File: src/common/cmdq_fault_params.svh
/*
  register map, field positions, reset values and reason codes
  of the command queue fault handler; included by design files.
*/
`ifndef CMDQ_FAULT_PARAMS_SVH
`define CMDQ_FAULT_PARAMS_SVH

`define AXI_AW 8
`define OFS_WPTR 8'h00
`define OFS_RPTR 8'h04
`define OFS_CTRL 8'h08
`define OFS_GSTAT 8'h0c
`define OFS_GACK 8'h10
`define OFS_ISTAT 8'h14
`define OFS_IEN 8'h18
`define OFS_ICLR 8'h1c

`define RP_ERR_LSB 24
`define GF_QUEUE_BIT 0
`define CTL_EN_BIT 0
`define IRQ_FAULT_BIT 0
`define IRQ_DRAIN_BIT 1
`define IRQ_W 2

`define RST_WORD 32'h0000_0000
`define RST_IRQ 2'h0

`define CODE_NONE 8'h00
`define CODE_BAD_CMD 8'h01
`define CODE_FETCH_ABT 8'h02
`define CODE_INV_TMO 8'h03

`define RESP_OKAY 2'h0
`define RESP_SLVERR 2'h2

`endif

File: src/common/cmdq_fault_pkg.sv
/*
  types shared by the command queue fault handler files.
  assumes nothing of its surroundings.
*/
package cmdq_fault_pkg;

  // gray codes along idle-fetch-wait-exec and exec-log-halt
  typedef enum logic [2:0] {
    ST_IDLE  = 3'h0,
    ST_FETCH = 3'h1,
    ST_WAIT  = 3'h3,
    ST_EXEC  = 3'h2,
    ST_LOG   = 3'h6,
    ST_HALT  = 3'h7
  } state_e;

  typedef logic [7:0] fault_code_t;

endpackage : cmdq_fault_pkg

File: src/rtl/command_screen.sv
/*
  legality check of one fetched command word.
  assumes the opcode sits in the low byte of the word.
*/
`timescale 1ns/100ps

module command_screen #(
  parameter int          CMD_W       = 64,
  parameter logic [15:0] KNOWN_OPS   = 16'h00ff,
  parameter logic [15:0] PRESENT_OPS = 16'h00ff,
  parameter logic [15:0] SECURE_OPS  = 16'h0080,
  parameter logic [63:0] RSVD_MASK   = 64'hffff_0000_0000_0000
) (
  // command
  input  wire logic [CMD_W-1:0] cmd,
  input  wire logic             secure_queue,
  // verdict
  output logic                  bad
);

  wire [7:0] opcode   = cmd[7:0];
  wire       in_range = opcode[7:4] == 4'h0;
  wire       known    = in_range && KNOWN_OPS[opcode[3:0]];
  // missing feature or wrong security state counts as unknown
  wire       absent   = !PRESENT_OPS[opcode[3:0]] ||
                        (SECURE_OPS[opcode[3:0]] && !secure_queue);
  wire       rsvd_use = |(cmd & RSVD_MASK[CMD_W-1:0]);

  assign bad = !known || absent || rsvd_use;

endmodule : command_screen

File: src/rtl/axil_reg_port.sv
/*
  axi4-lite slave front end: one write and one read at a time.
  assumes read data and write error are decoded by the parent.
*/
`timescale 1ns/100ps
`include "cmdq_fault_params.svh"

module axil_reg_port (
  // clock and reset
  input  wire logic              ref_clk,
  input  wire logic              rst_b,
  // axi4-lite
  input  wire logic [`AXI_AW-1:0] awaddr,
  input  wire logic              awvalid,
  output logic                   awready,
  input  wire logic [31:0]       wdata,
  input  wire logic [3:0]        wstrb,
  input  wire logic              wvalid,
  output logic                   wready,
  output logic [1:0]             bresp,
  output logic                   bvalid,
  input  wire logic              bready,
  input  wire logic              arvalid,
  output logic                   arready,
  output logic [31:0]            rdata,
  output logic [1:0]             rresp,
  output logic                   rvalid,
  input  wire logic              rready,
  // register side
  output logic                   reg_wr,
  output logic [`AXI_AW-1:0]     reg_waddr,
  output logic [31:0]            reg_wdata,
  output logic [3:0]             reg_wstrb,
  input  wire logic              wr_err,
  input  wire logic [31:0]       rd_data,
  input  wire logic              rd_err
);

  logic               aw_free_q, w_free_q, ar_free_q;
  logic               bvalid_q, rvalid_q;
  logic [1:0]         bresp_q, rresp_q;
  logic [31:0]        rdata_q, wdata_q;
  logic [3:0]         wstrb_q;
  logic [`AXI_AW-1:0] waddr_q;

  wire aw_take = awvalid && aw_free_q;
  wire w_take  = wvalid && w_free_q;
  wire fire    = !aw_free_q && !w_free_q && !bvalid_q;
  wire ar_take = arvalid && ar_free_q;
  wire b_done  = bvalid_q && bready;
  wire r_done  = rvalid_q && rready;

  assign awready   = aw_free_q;
  assign wready    = w_free_q;
  assign arready   = ar_free_q;
  assign bvalid    = bvalid_q;
  assign bresp     = bresp_q;
  assign rvalid    = rvalid_q;
  assign rresp     = rresp_q;
  assign rdata     = rdata_q;
  assign reg_wr    = fire;
  assign reg_waddr = waddr_q;
  assign reg_wdata = wdata_q;
  assign reg_wstrb = wstrb_q;

  always_ff @(posedge ref_clk or negedge rst_b)
  begin
    if (!rst_b)
    begin
      aw_free_q <= 1'b1;
      w_free_q  <= 1'b1;
      waddr_q   <= '0;
      wdata_q   <= '0;
      wstrb_q   <= '0;
    end
    else
    begin
      if (aw_take)
      begin
        aw_free_q <= 1'b0;
        waddr_q   <= awaddr;
      end
      else if (fire)
        aw_free_q <= 1'b1;
      if (w_take)
      begin
        w_free_q <= 1'b0;
        wdata_q  <= wdata;
        wstrb_q  <= wstrb;
      end
      else if (fire)
        w_free_q <= 1'b1;
    end
  end

  always_ff @(posedge ref_clk or negedge rst_b)
  begin
    if (!rst_b)
    begin
      bvalid_q <= 1'b0;
      bresp_q  <= `RESP_OKAY;
    end
    else if (fire)
    begin
      bvalid_q <= 1'b1;
      bresp_q  <= wr_err ? `RESP_SLVERR : `RESP_OKAY;
    end
    else if (b_done)
      bvalid_q <= 1'b0;
  end

  // read data is captured at the address handshake
  always_ff @(posedge ref_clk or negedge rst_b)
  begin
    if (!rst_b)
    begin
      ar_free_q <= 1'b1;
      rvalid_q  <= 1'b0;
      rresp_q   <= `RESP_OKAY;
      rdata_q   <= '0;
    end
    else if (ar_take)
    begin
      ar_free_q <= 1'b0;
      rvalid_q  <= 1'b1;
      rresp_q   <= rd_err ? `RESP_SLVERR : `RESP_OKAY;
      rdata_q   <= rd_data;
    end
    else if (r_done)
    begin
      ar_free_q <= 1'b1;
      rvalid_q  <= 1'b0;
    end
  end

endmodule : axil_reg_port

File: src/rtl/command_queue_error_handler.sv
/*
  command queue consumer with fault stop, reason code and restart.
  assumes one fetch in flight, memory answers each fetch once, and
  the executor raises exec_done once per offered command.
*/
// Chosen here: the AXI4-Lite register port and the address map.
//
// Behaviour
// - consume in order, stop on fault
// - older commands complete before fault report
// - read index stays on faulty slot
// - fetch abort never advances read index
// - reason code visible before fault flag
// - flag set, no consumption while active
// - younger commands discarded, no effect
// - acknowledge alone restarts processing
// - restart refetches from frozen index
// - illegal command gives code one
// - absent feature opcode treated as unknown
// - fetch abort gives code two
// - failed invalidation sync gives code three
// - code zero never reported for faults
`timescale 1ns/100ps
`include "cmdq_fault_params.svh"

module command_queue_error_handler #(
  parameter int       IDX_W       = 8,
  parameter int       CMD_W       = 64,
  parameter bit       ABORT_CAPABLE = 1'b1
) (
  // clock and reset
  input  wire logic              ref_clk,
  input  wire logic              rst_b,
  // axi4-lite register bus
  input  wire logic [`AXI_AW-1:0] awaddr,
  input  wire logic              awvalid,
  output logic                   awready,
  input  wire logic [31:0]       wdata,
  input  wire logic [3:0]        wstrb,
  input  wire logic              wvalid,
  output logic                   wready,
  output logic [1:0]             bresp,
  output logic                   bvalid,
  input  wire logic              bready,
  input  wire logic [`AXI_AW-1:0] araddr,
  input  wire logic              arvalid,
  output logic                   arready,
  output logic [31:0]            rdata,
  output logic [1:0]             rresp,
  output logic                   rvalid,
  input  wire logic              rready,
  // command fetch
  output logic                   fetch_valid,
  output logic [IDX_W-1:0]       fetch_index,
  input  wire logic              fetch_ready,
  input  wire logic              rsp_valid,
  input  wire logic [CMD_W-1:0]  rsp_data,
  input  wire logic              rsp_abort,
  // command execution
  output logic                   exec_valid,
  output logic [CMD_W-1:0]       exec_cmd,
  input  wire logic              exec_done,
  input  wire logic              exec_sync_fail,
  // misc
  input  wire logic              secure_queue,
  output logic                   irq
);

  localparam int PW = IDX_W + 1;

  cmdq_fault_pkg::state_e      state_q, state_d;
  logic [PW-1:0]               wr_ptr_q, rd_ptr_q;
  cmdq_fault_pkg::fault_code_t err_code_q;
  logic                        fault_tog_q, ack_q, enable_q;
  logic [`IRQ_W-1:0]           istat_q, ien_q;
  logic                        irq_q, fetch_valid_q, exec_valid_q;
  logic [IDX_W-1:0]            fetch_idx_q;
  logic [CMD_W-1:0]            exec_cmd_q;
  logic                        reg_wr, cmd_bad;
  logic [`AXI_AW-1:0]          reg_waddr;
  logic [31:0]                 reg_wdata;
  logic [3:0]                  reg_wstrb;

  function automatic logic [31:0] apply_strb(
    input logic [31:0] old_w,
    input logic [31:0] new_w,
    input logic [3:0]  be
  );
    logic [31:0] r;
    r = old_w;
    for (int i = 0; i < 4; i++)
      if (be[i])
        r[8*i +: 8] = new_w[8*i +: 8];
    return r;
  endfunction : apply_strb

  function automatic logic is_mapped(input logic [`AXI_AW-1:0] a);
    return a == `OFS_WPTR || a == `OFS_RPTR || a == `OFS_CTRL ||
           a == `OFS_GSTAT || a == `OFS_GACK || a == `OFS_ISTAT ||
           a == `OFS_IEN || a == `OFS_ICLR;
  endfunction : is_mapped

  // register decode and read mux
  wire wr_wptr = reg_wr && reg_waddr == `OFS_WPTR;
  wire wr_ctrl = reg_wr && reg_waddr == `OFS_CTRL;
  wire wr_gack = reg_wr && reg_waddr == `OFS_GACK;
  wire wr_ien  = reg_wr && reg_waddr == `OFS_IEN;
  wire wr_iclr = reg_wr && reg_waddr == `OFS_ICLR;
  wire wr_err  = reg_wr && !is_mapped(reg_waddr);
  wire rd_err  = !is_mapped(araddr);

  wire [31:0] wptr_word = 32'(wr_ptr_q);
  wire [31:0] rptr_word = 32'(rd_ptr_q) |
                          (32'(err_code_q) << `RP_ERR_LSB);
  wire [31:0] ctrl_word = 32'(enable_q) << `CTL_EN_BIT;
  wire [31:0] gst_word  = 32'(fault_tog_q) << `GF_QUEUE_BIT;
  wire [31:0] gack_word = 32'(ack_q) << `GF_QUEUE_BIT;
  wire [31:0] wptr_new  = apply_strb(wptr_word, reg_wdata, reg_wstrb);
  wire [31:0] ctrl_new  = apply_strb(ctrl_word, reg_wdata, reg_wstrb);
  wire [31:0] gack_new  = apply_strb(gack_word, reg_wdata, reg_wstrb);
  wire [31:0] ien_new   = apply_strb(32'(ien_q), reg_wdata, reg_wstrb);
  wire [`IRQ_W-1:0] iclr_bits = reg_wstrb[0] ?
                                reg_wdata[`IRQ_W-1:0] : `RST_IRQ;

  wire [31:0] rd_word =
    (araddr == `OFS_WPTR)  ? wptr_word :
    (araddr == `OFS_RPTR)  ? rptr_word :
    (araddr == `OFS_CTRL)  ? ctrl_word :
    (araddr == `OFS_GSTAT) ? gst_word :
    (araddr == `OFS_GACK)  ? gack_word :
    (araddr == `OFS_ISTAT) ? 32'(istat_q) :
    (araddr == `OFS_IEN)   ? 32'(ien_q) : `RST_WORD;

  // queue control
  wire in_idle  = state_q == cmdq_fault_pkg::ST_IDLE;
  wire in_wait  = state_q == cmdq_fault_pkg::ST_WAIT;
  wire in_exec  = state_q == cmdq_fault_pkg::ST_EXEC;
  wire in_log   = state_q == cmdq_fault_pkg::ST_LOG;
  wire in_halt  = state_q == cmdq_fault_pkg::ST_HALT;
  // active while status and acknowledge disagree
  wire fault_active = fault_tog_q ^ ack_q;
  wire q_empty   = rd_ptr_q == wr_ptr_q;
  wire start_fetch = in_idle && enable_q && !fault_active &&
                     !q_empty;
  wire abort_hit = ABORT_CAPABLE && rsp_valid && rsp_abort;
  wire rsp_fault = abort_hit || cmd_bad;
  wire rsp_raise = in_wait && rsp_valid && rsp_fault;
  wire sync_raise = in_exec && exec_done && exec_sync_fail;
  wire raise     = rsp_raise || sync_raise;
  // only a completed command advances the index
  wire consume   = in_exec && exec_done && !exec_sync_fail;
  wire [PW-1:0] rd_ptr_inc = PW'(rd_ptr_q + 1'b1);
  wire drained   = consume && rd_ptr_inc == wr_ptr_q;
  // abort wins over the legality check of a garbage word
  wire [7:0] new_code = sync_raise ? `CODE_INV_TMO :
                        abort_hit ? `CODE_FETCH_ABT :
                        `CODE_BAD_CMD;
  wire [`IRQ_W-1:0] ev_bits = (`IRQ_W'(in_log) << `IRQ_FAULT_BIT) |
                              (`IRQ_W'(drained) << `IRQ_DRAIN_BIT);
  wire [`IRQ_W-1:0] istat_d = ev_bits | (istat_q & ~(wr_iclr ?
                              iclr_bits : `RST_IRQ));

  assign fetch_valid = fetch_valid_q;
  assign fetch_index = fetch_idx_q;
  assign exec_valid  = exec_valid_q;
  assign exec_cmd    = exec_cmd_q;
  assign irq         = irq_q;

  axil_reg_port u_port (
    .ref_clk   (ref_clk),
    .rst_b     (rst_b),
    .awaddr    (awaddr),
    .awvalid   (awvalid),
    .awready   (awready),
    .wdata     (wdata),
    .wstrb     (wstrb),
    .wvalid    (wvalid),
    .wready    (wready),
    .bresp     (bresp),
    .bvalid    (bvalid),
    .bready    (bready),
    .arvalid   (arvalid),
    .arready   (arready),
    .rdata     (rdata),
    .rresp     (rresp),
    .rvalid    (rvalid),
    .rready    (rready),
    .reg_wr    (reg_wr),
    .reg_waddr (reg_waddr),
    .reg_wdata (reg_wdata),
    .reg_wstrb (reg_wstrb),
    .wr_err    (wr_err),
    .rd_data   (rd_word),
    .rd_err    (rd_err)
  );

  command_screen #(
    .CMD_W (CMD_W)
  ) u_screen (
    .cmd          (rsp_data),
    .secure_queue (secure_queue),
    .bad          (cmd_bad)
  );

  always_comb
  begin
    state_d = state_q;
    case (state_q)
      cmdq_fault_pkg::ST_IDLE:
        if (start_fetch)
          state_d = cmdq_fault_pkg::ST_FETCH;
      cmdq_fault_pkg::ST_FETCH:
        if (fetch_ready)
          state_d = cmdq_fault_pkg::ST_WAIT;
      cmdq_fault_pkg::ST_WAIT:
        if (rsp_valid)
          state_d = rsp_fault ? cmdq_fault_pkg::ST_LOG :
                                cmdq_fault_pkg::ST_EXEC;
      cmdq_fault_pkg::ST_EXEC:
        if (exec_done)
          state_d = exec_sync_fail ? cmdq_fault_pkg::ST_LOG :
                                     cmdq_fault_pkg::ST_IDLE;
      cmdq_fault_pkg::ST_LOG:
        state_d = cmdq_fault_pkg::ST_HALT;
      cmdq_fault_pkg::ST_HALT:
        if (!fault_active)
          state_d = cmdq_fault_pkg::ST_IDLE;
      default:
        state_d = cmdq_fault_pkg::ST_IDLE;
    endcase
  end

  always_ff @(posedge ref_clk or negedge rst_b)
  begin
    if (!rst_b)
      state_q <= cmdq_fault_pkg::ST_IDLE;
    else
      state_q <= state_d;
  end

  // index frozen on any fault, including aborts
  always_ff @(posedge ref_clk or negedge rst_b)
  begin
    if (!rst_b)
      rd_ptr_q <= '0;
    else if (consume)
      rd_ptr_q <= rd_ptr_inc;
  end

  // rewinds while halted are accepted as written
  always_ff @(posedge ref_clk or negedge rst_b)
  begin
    if (!rst_b)
      wr_ptr_q <= '0;
    else if (wr_wptr)
      wr_ptr_q <= wptr_new[PW-1:0];
  end

  // code lands a cycle before the flag flips
  always_ff @(posedge ref_clk or negedge rst_b)
  begin
    if (!rst_b)
    begin
      err_code_q  <= `CODE_NONE;
      fault_tog_q <= 1'b0;
    end
    else
    begin
      if (raise)
        err_code_q <= new_code;
      if (in_log)
        fault_tog_q <= !fault_tog_q;
    end
  end

  always_ff @(posedge ref_clk or negedge rst_b)
  begin
    if (!rst_b)
    begin
      ack_q    <= 1'b0;
      enable_q <= 1'b0;
      ien_q    <= `RST_IRQ;
    end
    else
    begin
      if (wr_gack)
        ack_q <= gack_new[`GF_QUEUE_BIT];
      if (wr_ctrl)
        enable_q <= ctrl_new[`CTL_EN_BIT];
      if (wr_ien)
        ien_q <= ien_new[`IRQ_W-1:0];
    end
  end

  // a new event outweighs a clear in the same cycle
  always_ff @(posedge ref_clk or negedge rst_b)
  begin
    if (!rst_b)
    begin
      istat_q <= `RST_IRQ;
      irq_q   <= 1'b0;
    end
    else
    begin
      istat_q <= istat_d;
      irq_q   <= |(istat_d & ien_q);
    end
  end

  // one command in flight, so nothing younger is ever held
  always_ff @(posedge ref_clk or negedge rst_b)
  begin
    if (!rst_b)
    begin
      fetch_valid_q <= 1'b0;
      fetch_idx_q   <= '0;
    end
    else if (start_fetch)
    begin
      fetch_valid_q <= 1'b1;
      fetch_idx_q   <= rd_ptr_q[IDX_W-1:0];
    end
    else if (fetch_ready)
      fetch_valid_q <= 1'b0;
  end

  always_ff @(posedge ref_clk or negedge rst_b)
  begin
    if (!rst_b)
    begin
      exec_valid_q <= 1'b0;
      exec_cmd_q   <= '0;
    end
    else if (in_wait && rsp_valid && !rsp_fault)
    begin
      exec_valid_q <= 1'b1;
      exec_cmd_q   <= rsp_data;
    end
    else if (exec_done)
      exec_valid_q <= 1'b0;
  end
endmodule : command_queue_error_handler

File: config.mk
export PLATFORM = sky130hd
export DESIGN_NAME = command_queue_error_handler
export DESIGN_NICKNAME = d
export VERILOG_FILES = /design/src/common/cmdq_fault_pkg.sv /design/src/rtl/command_screen.sv /design/src/rtl/axil_reg_port.sv /design/src/rtl/command_queue_error_handler.sv
export VERILOG_INCLUDE_DIRS = /design/src /design/src/common
export SDC_FILE = /design/constraint.sdc
export NUM_CORES = 1
export LEC_CHECK = 0
export BUFFER_PORTS_ARGS = -buffer_cell sky130_fd_sc_hd__buf_2
export CAP_MARGIN = 0
export CORE_MARGIN = 2
export CORE_UTILIZATION = 35
export DETAILED_ROUTE_END_ITERATION = 8
export PLACE_DENSITY = 0.57
export SKIP_CTS_REPAIR_TIMING = 1
export SYNTH_ARGS = -nofsm -noshare
export SYNTH_HDL_FRONTEND = slang
export SYNTH_SLANG_ARGS = --single-unit
File: constraint.sdc
create_clock -name ref_clk -period 2.7 [get_ports ref_clk]
set_input_delay 0.27 -clock ref_clk [delete_from_list [all_inputs] [get_ports ref_clk]]
set_output_delay 0.27 -clock ref_clk [all_outputs]
set_load 0.01 [all_outputs]
; Word-level counts from Yosys, hierarchy flattened
; Memory sizes are Yosys's and may differ from the RTL's.
; Index checks and enable logic that the tools add are counted.
[word_totals]
word_cells = 174
mem_count = 2
ramBits = 0
latchBits = 0
rom_bits = 32
ff_bits = 171
out_inout_bits = 116
[classes]
n_lt_le_gt_ge = 1
reduce_logical = 75
multipliers = 0
add_sub_neg = 1
n_mux = 36
n_shift = 0
n_div = 0
n_eq_ne = 26
bitwise = 7
[memory_table]
columns = name, depth, width, rd, rd_ports_with_merged_regs, write_ports, line
row1 = (no name shown), 16, 1, 1, 0, 0, command_screen.sv:23  ; wire known = in_range && KNOWN_OPS[opcode[3:0]];
row2 = (no name shown), 16, 1, 1, 0, 0, command_screen.sv:26  ; (SECURE_OPS[opcode[3:0]] && !secure_queue);
[ops]
columns = cell, n
row1 = "equality test 8 x 5 -> 1 bit, second input constant", 8
row2 = two-way mux 32 bit, 2
row3 = "equality test 8 x 4 -> 1 bit, second input constant", 4
row4 = OR 9 x 32 -> 32 bit, 1
row5 = logical AND 1 bit, 26
row6 = two-way mux 2 bit, 11
row7 = two-way mux 3 bit, 7
row8 = logical OR 1 bit, 19
row9 = equality test 9 bit, 2
row10 = case mux 3 bit (6 select lines), 1
row11 = "equality test 8 x 3 -> 1 bit, second input constant", 2
row12 = zero test 8 bit, 2
row13 = OR reduction 16 bit, 1
row14 = two-way mux 1 bit, 15
row15 = zero test 1 bit, 12
row16 = nonzero test 2 bit, 6
row17 = AND reduction 2 bit, 5
row18 = "adder 9 x 1 -> 9 bit, second input constant", 1
row19 = "!= test 2 bit, second input constant", 4
row20 = "equality test 3 x 2 -> 1 bit, second input constant", 2
row21 = "equality test 3 bit, second input constant", 2
row22 = "< comparator 4 x 5 -> 1 bit, second input constant", 1
row23 = AND reduction 5 bit, 1
row24 = bitwise AND 2 bit, 2
row25 = 9 further kinds, 9

; Logic depth before layout (Yosys ltp)
; Gate-level depths: netlist of run 1.
[logic_depth]
word_depth = 11
depth_mapped = 7

; Hierarchy
; A second synthesis of run 1 with hierarchy kept.
[unflattened]
hier_cells = 562
hier_area_um2 = 8111.5
[modules_own_cells]
columns = mod, cells_per_inst, n_inst, seq_area_each_um2, area_per_inst_um2
row1 = command_queue_error_handler, 368, 1, 2627.5, 4777.1
row2 = axil_reg_port, 185, 1, 2080.7, 3276.9
row3 = command_screen, 9, 1, 0.0, 57.6

; Worst setup path after synthesis of run 1
; Ideal clock, no wire load.
[synth_path]
path_kind = reg-to-reg
from = reg u_port.waddr_q[0] (netlist: u_port.reg_waddr[0])
to = reg enable_q
path_buffers = 0
path_stages_with_launch = 6
setup_time_ns = 0.125
t_arrival_ns = 1.810
synth_period_minus_slack_ns = 1.935
slack_ns = 0.765
required_ns = 2.575
path_cell_list = dfrtp_1 -> or4_1 -> nor4_4 -> nand2_2 -> nor3b_1 -> mux2_2
[synth_between]
elab_chain_len = 3
[synth_rtl]
columns = element, line
row1 = start: declaration, axil_reg_port.sv:44  ; logic [`AXI_AW-1:0] waddr_q;
row2 = start signal: assignment, axil_reg_port.sv:81  ; waddr_q <= awaddr;
row3 = equality test 8 x 4 -> 1 bit (no source line), --
row4 = logical AND 1 bit (no source line), --
row5 = AND reduction 2 bit (no source line), --
row6 = end signal: assignment, command_queue_error_handler.sv:289  ; enable_q <= ctrl_new[`CTL_EN_BIT];
row7 = end: declaration, command_queue_error_handler.sv:74  ; logic fault_tog_q, ack_q, enable_q;
; Every way passes these cells.
; A chain may end at the register's enable or synchronous reset.

; Worst setup path after layout of run 1
[layout_path]
from = reg rd_ptr_q[1]
to = reg irq_q (netlist: irq)
[layout_between]
elab_chain_len = 7
[layout_rtl]
columns = element, line
row1 = start: declaration, command_queue_error_handler.sv:72  ; logic [PW-1:0] wr_ptr_q, rd_ptr_q;
row2 = start signal: assignment, command_queue_error_handler.sv:247  ; rd_ptr_q <= rd_ptr_inc;
row3 = adder 9 x 1 -> 9 bit, command_queue_error_handler.sv:152  ; wire [PW-1:0] rd_ptr_inc = PW'(rd_ptr_q + 1'b1);
row4 = equality test 9 bit, command_queue_error_handler.sv:153  ; wire drained = consume && rd_ptr_inc == wr_ptr_q;
row5 = logical AND 1 bit, command_queue_error_handler.sv:153
row6 = OR 1 x 2 -> 2 bit, command_queue_error_handler.sv:158  ; wire [`IRQ_W-1:0] ev_bits = (`IRQ_W'(in_log) << `IRQ_FAULT_BIT) |
row7 = OR 2 bit, command_queue_error_handler.sv:160  ; wire [`IRQ_W-1:0] istat_d = ev_bits | (istat_q & ~(wr_iclr ?
row8 = bitwise AND 2 bit, command_queue_error_handler.sv:306  ; irq_q <= |(istat_d & ien_q);
row9 = OR reduction 2 bit, command_queue_error_handler.sv:306
row10 = end signal: assignment, command_queue_error_handler.sv:306
row11 = end: declaration, command_queue_error_handler.sv:76  ; logic irq_q, fetch_valid_q, exec_valid_q;
; Every way passes these cells.

==> results.sh, run 1 <==
export IMPL_finalHoldViolations=0
export IMPL_synth_top_area_share_pct=56.89
export IMPL_initial_core_util_pct=35.60
export IMPL_vias=4343
export IMPL_via_per_inst=4.700
export IMPL_synth_edff_count=0
export IMPL_overflow=0
export IMPL_portBuffers=196
export IMPL_fmax_mhz=457.2
export IMPL_worstSkewPairLatency_ps=410
export IMPL_synth_compound_area_share_pct=5.300
export IMPL_clkTransAtPathRegs_ps=60
export IMPL_synth_adder_area_share_pct=0.2046
export IMPL_tightest_slew_ps=593.0
export IMPL_cts_buffer_depth=2
export IMPL_start_kind="register"
export IMPL_drt_first_pass_iters=4
export IMPL_syn_to_final_growth_pct=30.41
export IMPL_drive_above_1_share_pct=47.84
export IMPL_final_nets=813
export IMPL_synthDistinctLibCells=54
export IMPL_maxSlewHeadroom_pct=60.47
export IMPL_crit_family="compound AO/OA/AOI/OAI gates"
export IMPL_synthArstFlopShare_pct=100.0
export IMPL_crit_chain="ha_1 -> and4_2 -> a21boi_0 -> a311o_1 -> a221o_1 -> o31ai_1"
export IMPL_drc=0
export IMPL_cellPowerDensity_nw_per_um2=750.2
export IMPL_fp_dieH_um=136.2
export IMPL_worst_slack_ps=512.9
export IMPL_ir_worst_vdd_mv=0.5000
export IMPL_finalCritPeriodShare_pct=81.00
export IMPL_yosysTopAreaCell="dfrtp_1"
export IMPL_synthXorXnorAreaFrac_pct=3.008
export IMPL_rsz0062_at_grt="false"
export IMPL_place_hpwl_mm=10.71
export IMPL_coreArea_um2=17180
export IMPL_post_place_ws_ps=523.8
export IMPL_power_leakage_nw=4.250
export IMPL_grt_pass1_vias=4310
export IMPL_wl_per_cell_um=15.15
export IMPL_synth_area_mux_share_pct=17.47
export IMPL_synthesis_area_um2=6115
export IMPL_ant_nets=0
export IMPL_drtIter0Drc=179
export IMPL_cp_end_kind="register"
export IMPL_routed_wl_mm=14.00
export IMPL_synthCells=477
export IMPL_die_x_um=136.2
export IMPL_gp_congestion=0.8187
export IMPL_setup_viol=0
export IMPL_dp_cells=887
export IMPL_grt_usage_pct=15.23
export IMPL_synth_simple_gate_area_share_pct=10.60
export IMPL_cts_tree="yes"
export IMPL_fin_cells=924
export IMPL_cp_num_buf_inv=0
export IMPL_status="finished, final reports clean"
export IMPL_ys_warn_count=0
export IMPL_cts_made_buffers=17
export IMPL_avgSynthCellArea_um2=12.82
export IMPL_worstPathMaxFanout=8
export IMPL_io_pin_count=245
export IMPL_maxCapViolCount=0
export IMPL_critPathMaxStageDelay_ps=480
export IMPL_fin_crit_ps=2187
export IMPL_h_tree_depth=4
export IMPL_crit_slowest_cell="dfrtp_1"
export IMPL_grt_antenna_before_repair=1
export IMPL_slew_viol_final=0
export IMPL_crit_required_ps=3020
export IMPL_grt_pass1_wl_mm=21.78
export IMPL_rows=48
export IMPL_ys_flop_type="dfrtp_1"
export IMPL_synth_top_family_by_area="multiplexers"
export IMPL_synth_seq_cells=142
export IMPL_die_area_um2=18540
export IMPL_cts_root_buffer="clkbuf_16"
export IMPL_final_common_cell="buf_2"
export IMPL_fill_cells=1581
export IMPL_holdCritPathClass="primary input to register"
export IMPL_clkSinkCount=142
export IMPL_fin_setup_tns_ps=0
export IMPL_crit_type="register to register"
export IMPL_final_cell_mix="195 x buf_2, 139 x dfrtp_1, 84 x mux2_2"
export IMPL_grt_start_max_net_pins=63
export IMPL_finalClockSkew_ps=7.391
export IMPL_seq_area_frac_synth_pct=58.17
export IMPL_arrival_ps=2510
export IMPL_netlist_top_cells_area="dfrtp_1 57%, mux2_2 15%, buf_4 2.8%"
## final timing paths
kind | slack (ps) | start | cells after the start | end
max | 510 | rd_ptr_q[1]$_DFFE_PN0P_ | 6 | irq$_DFF_PN0_
min | 10 | awvalid | 2 | u_port.awready$_DFFE_PN1P_
max reg2reg | 510 | rd_ptr_q[1]$_DFFE_PN0P_ | 6 | irq$_DFF_PN0_
min reg2reg | 470 | u_port.rdata[0]$_DFFE_PN0P_ | 2 | u_port.rdata[0]$_DFFE_PN0P_
max in group asynchronous | 1450 | rst_b | 3 | exec_cmd[43]$_DFFE_PN0P_
min in group asynchronous | 410 | rst_b | 2 | u_port.reg_wdata[4]$_DFFE_PN0P_
## Yosys cell counts, drive strengths merged (2+ instances only)
cell type,number
dfrtp,139
mux2,84
buf,34
nand2,27
nor2b,25
o21ai,17
inv,13
nand4,13
xnor2,13
mux2i,10
a21oi,9
clkbuf,9
nor2,9
nand3,8
xor2,8
nor4,6
nor3b,4
and4,3
dfstp,3
nor3,3
o211ai,3
o22ai,3
a21boi,2
a311o,2
a31oi,2
a32o,2
and2,2
and3,2
nand2b,2
nor4b,2
or4,2
## sequential cells by signal, indices dropped and copies added, names as in the netlist, 2 cells and up
| name | cells |
|---|---|
| istat_q | 2 |
| fetch_index | 8 |
| u_port.rdata | 11 |
| ien_q | 2 |
| u_port.reg_waddr | 8 |
| u_port.reg_wdata | 9 |
| err_code_q | 2 |
| u_port.reg_wstrb | 2 |
| exec_cmd | 64 |
| state_q | 3 |
| rd_ptr_q | 9 |
| wr_ptr_q | 9 |
## worst register-to-register path, cell delays in order (launching register included)
cell and delay [ps]:
dfrtp_1 480, ha_1 310, and4_2 310, a21boi_0 100, a311o_1 340, a221o_1 370
o31ai_1 190
## through the flow
| step | power, mW | utilization [%] | hold slack (ps) | instance area, um2 |
|---|---|---|---|---|
| 4_1_cts | 6.058 | 46.26 | -141.0 | 7946 |
| 5_1_grt | 6.290 | 46.38 | 1.809 | 7966 |
| 6_report | 5.982 | 46.42 | 14.85 | 7974 |
| 3_3_place_gp | 3.413 | 42.42 | 289.3 | 7287 |
| 3_5_place_dp | 3.449 | 42.42 | 301.5 | 7287 |
| 2_1_floorplan | 3.144 | - | -25.59 | 6197 |
## where the power goes
| group | total [mW] | internal (mW) | switching (mW) |
|---|---|---|---|
| logic | 0.782 | 0.399 | 0.382 |
| registers | 2.62 | 2.39 | 0.230 |
| clock network | 2.58 | 1.65 | 0.924 |
| total | 5.98 | 4.45 | 1.54 |
## kinds of logic (layout without fill, tap and decap cells)
logic type,count (synthesis),count (layout)
DFF,142,142
and+or+nand+nor,111,111
muxes,95,95
buffers and inverters,56,253
AOI/OAI and AO/OA,50,50
xor gates and xnor gates,21,21
adders and majority gates,1,1
other,1,26
## routing by layer
| metal | track usage, % | vias to the layer above | share of wire, % |
|---|---|---|---|
| met5 | 0 | - | 0 |
| met4 | 5.266 | 0 | 1.2 |
| met3 | 5.108 | 10 | 6.9 |
| met2 | 24.29 | 156 | 49 |
| met1 | 19.40 | 2108 | 43 |
| li1 | - | 2069 | - |
## final cells by class
type	instances	area [um2]	area share, %
flip-flops and latches	142	3557	44.61
repair buffers	208	1095	13.73
multi-input cells	301	2325	29.15
clock inverters	15	234.0	2.934
clock buffers	17	425.4	5.335
inverters	13	48.80	0.6120
well taps	225	281.5	3.531
diodes	3	7.507	0.09415
Power figures use the tool's default switching activity.
==> run 2, diff against run 1 <==
==> constraint.sdc (replaced) <==
create_clock -name ref_clk -period 2.2 [get_ports ref_clk]
set_input_delay 0.22 -clock ref_clk [delete_from_list [all_inputs] [get_ports ref_clk]]
set_output_delay 0.22 -clock ref_clk [all_outputs]
set_load 0.01 [all_outputs]
==> run 2 against run 1 <==
Net effect:
- critical path depth is 1 lower
- largest cell class unchanged
- sequential share of layout area is 0.25 points higher
- non-clock buffer count is 6 higher
- critical endpoint is now fetch_index[1]$_DFFE_PN0P_
==> results.sh, run 2 (synthesis gave the netlist of run 1 again) <==
export IMPL_fin_setup_tns_ps=0
export IMPL_via_per_inst=4.648
export IMPL_holdCritPathClass="primary input to register"
export IMPL_grt_start_max_net_pins=66
export IMPL_vias=4313
export IMPL_slew_viol_final=0
export IMPL_grt_usage_pct=15.25
export IMPL_maxCapViolCount=0
export IMPL_largest_reg_flops=64
export IMPL_cts_tree="yes"
export IMPL_setup_viol=0
export IMPL_routed_wl_mm=13.98
export IMPL_tightest_slew_ps=567.3
export IMPL_io_pin_count=245
export IMPL_die_x_um=136.2
export IMPL_cp_end_kind="register"
export IMPL_power_leakage_nw=4.246
export IMPL_place_hpwl_mm=10.75
export IMPL_maxSlewHeadroom_pct=62.18
export IMPL_start_kind="register"
export IMPL_finalPower_mw=6.879
export IMPL_initial_core_util_pct=35.60
export IMPL_cts_root_buffer="clkbuf_16"
export IMPL_fp_dieH_um=136.2
export IMPL_worstSkewPairLatency_ps=410
export IMPL_rsz0062_at_grt="false"
export IMPL_final_cell_mix="195 x buf_2, 139 x dfrtp_1, 84 x mux2_2"
export IMPL_drive_above_1_share_pct=47.44
export IMPL_status="finished, final reports clean"
export IMPL_crit_type="register to register"
export IMPL_grt_antenna_before_repair=1
export IMPL_coreArea_um2=17180
export IMPL_h_tree_depth=4
export IMPL_finalClockSkew_ps=9.019
export IMPL_arrival_ps=2320
export IMPL_clkTransAtPathRegs_ps=60
export IMPL_finalHoldViolations=0
export IMPL_finalCritPeriodShare_pct=92.24
export IMPL_drt_first_pass_iters=4
export IMPL_ant_nets=0
export IMPL_worstPathMaxFanout=9
export IMPL_cts_made_buffers=17
export IMPL_wl_per_cell_um=15.06
export IMPL_clkSinkCount=142
export IMPL_final_common_cell="buf_2"
export IMPL_fin_crit_ps=2029
export IMPL_drtIter0Drc=138
export IMPL_portBuffers=196
export IMPL_grt_pass1_vias=4377
export IMPL_syn_to_final_growth_pct=29.67
export IMPL_grt_pass1_wl_mm=22.06
export IMPL_ir_worst_vdd_mv=0.5714
export IMPL_cellPowerDensity_nw_per_um2=867.6
export IMPL_cts_buffer_depth=2
export IMPL_final_nets=819
export IMPL_rows=48
export IMPL_fmax_mhz=492.8
export IMPL_crit_required_ps=2490
export IMPL_die_area_um2=18540
export IMPL_overflow=0
export IMPL_gp_congestion=0.8362
export IMPL_drc=0
[run 2: cell types whose count changed in the layout (fill, tap and decap cells not counted), sizes merged]
cell         before  now
clkbuf           17   26
buf             206  211
bufinv            5    1
inv              16   13
diode             3    1
clkinv            4    3
clkinvlp          3    2
dlygate4sd3       2    3
[run 2: final timing paths]
| check | to | from | cells after the start | slack, ps |
|---|---|---|---|---|
| max in group asynchronous | exec_cmd[54]$_DFFE_PN0P_ | rst_b | 3 | 1090 |
| min in group asynchronous | u_port.reg_wdata[4]$_DFFE_PN0P_ | rst_b | 2 | 370 |
| setup / recovery | fetch_index[1]$_DFFE_PN0P_ | rd_ptr_q[2]$_DFFE_PN0P_ | 5 | 170 |
| hold reg to reg | u_port.rdata[0]$_DFFE_PN0P_ | u_port.rdata[0]$_DFFE_PN0P_ | 2 | 470 |
| setup reg to reg | fetch_index[1]$_DFFE_PN0P_ | rd_ptr_q[2]$_DFFE_PN0P_ | 5 | 170 |
| hold / removal | u_port.bvalid$_DFFE_PN0P_ | bready | 2 | 10 |
[run 2: where the power goes]
part | internal [mW] | total, mW | switching [mW]
clock | 1.67 | 2.69 | 1.01
sequential | 2.94 | 3.22 | 0.280
combinational | 0.499 | 0.975 | 0.476
[run 2: metrics by stage]
| step | hold WS [ps] | setup slack [ps] | instance area, um2 | util [%] | std cells |
|---|---|---|---|---|---|
| final | 12.97 | 170.8 | 7929 | 46.16 | 928 |
| after floorplan | -75.59 | 264.8 | 6197 | - | 499 |
| after global placement | 238.2 | 199.6 | 7337 | 42.72 | 892 |
| after CTS | -196.3 | 142.0 | 7896 | 45.97 | 924 |
| after detailed placement | 246.1 | 174.7 | 7337 | 42.72 | 892 |
| after global routing | 11.49 | 21.16 | 7926 | 46.15 | 927 |
[run 2: critical path, cell delays in order (launching register included)]
cell	delay (ps)
dfrtp_1	440
xnor2_1	240
nor4b_1	350
nand4_1	220
nand3_2	280
mux2_2	380
[run 2: per-layer routing]
metal / track usage [%] / routed length, um
met5: 0 / 0
met1: 19.46 / 6048
met2: 24.76 / 6872
met3: 4.213 / 881
met4: 5.671 / 179
[run 2: cell type report]
class                      count  area (um2)
antenna                        1       2.502
clock buffer                  26       499.2
clock inverter                 6       60.06
fill                        1586        9248
inverter                      13       48.80
multi-input combinational    301        2325
sequential                   142        3557
tap                          225       281.5
timing repair buffer         214        1155
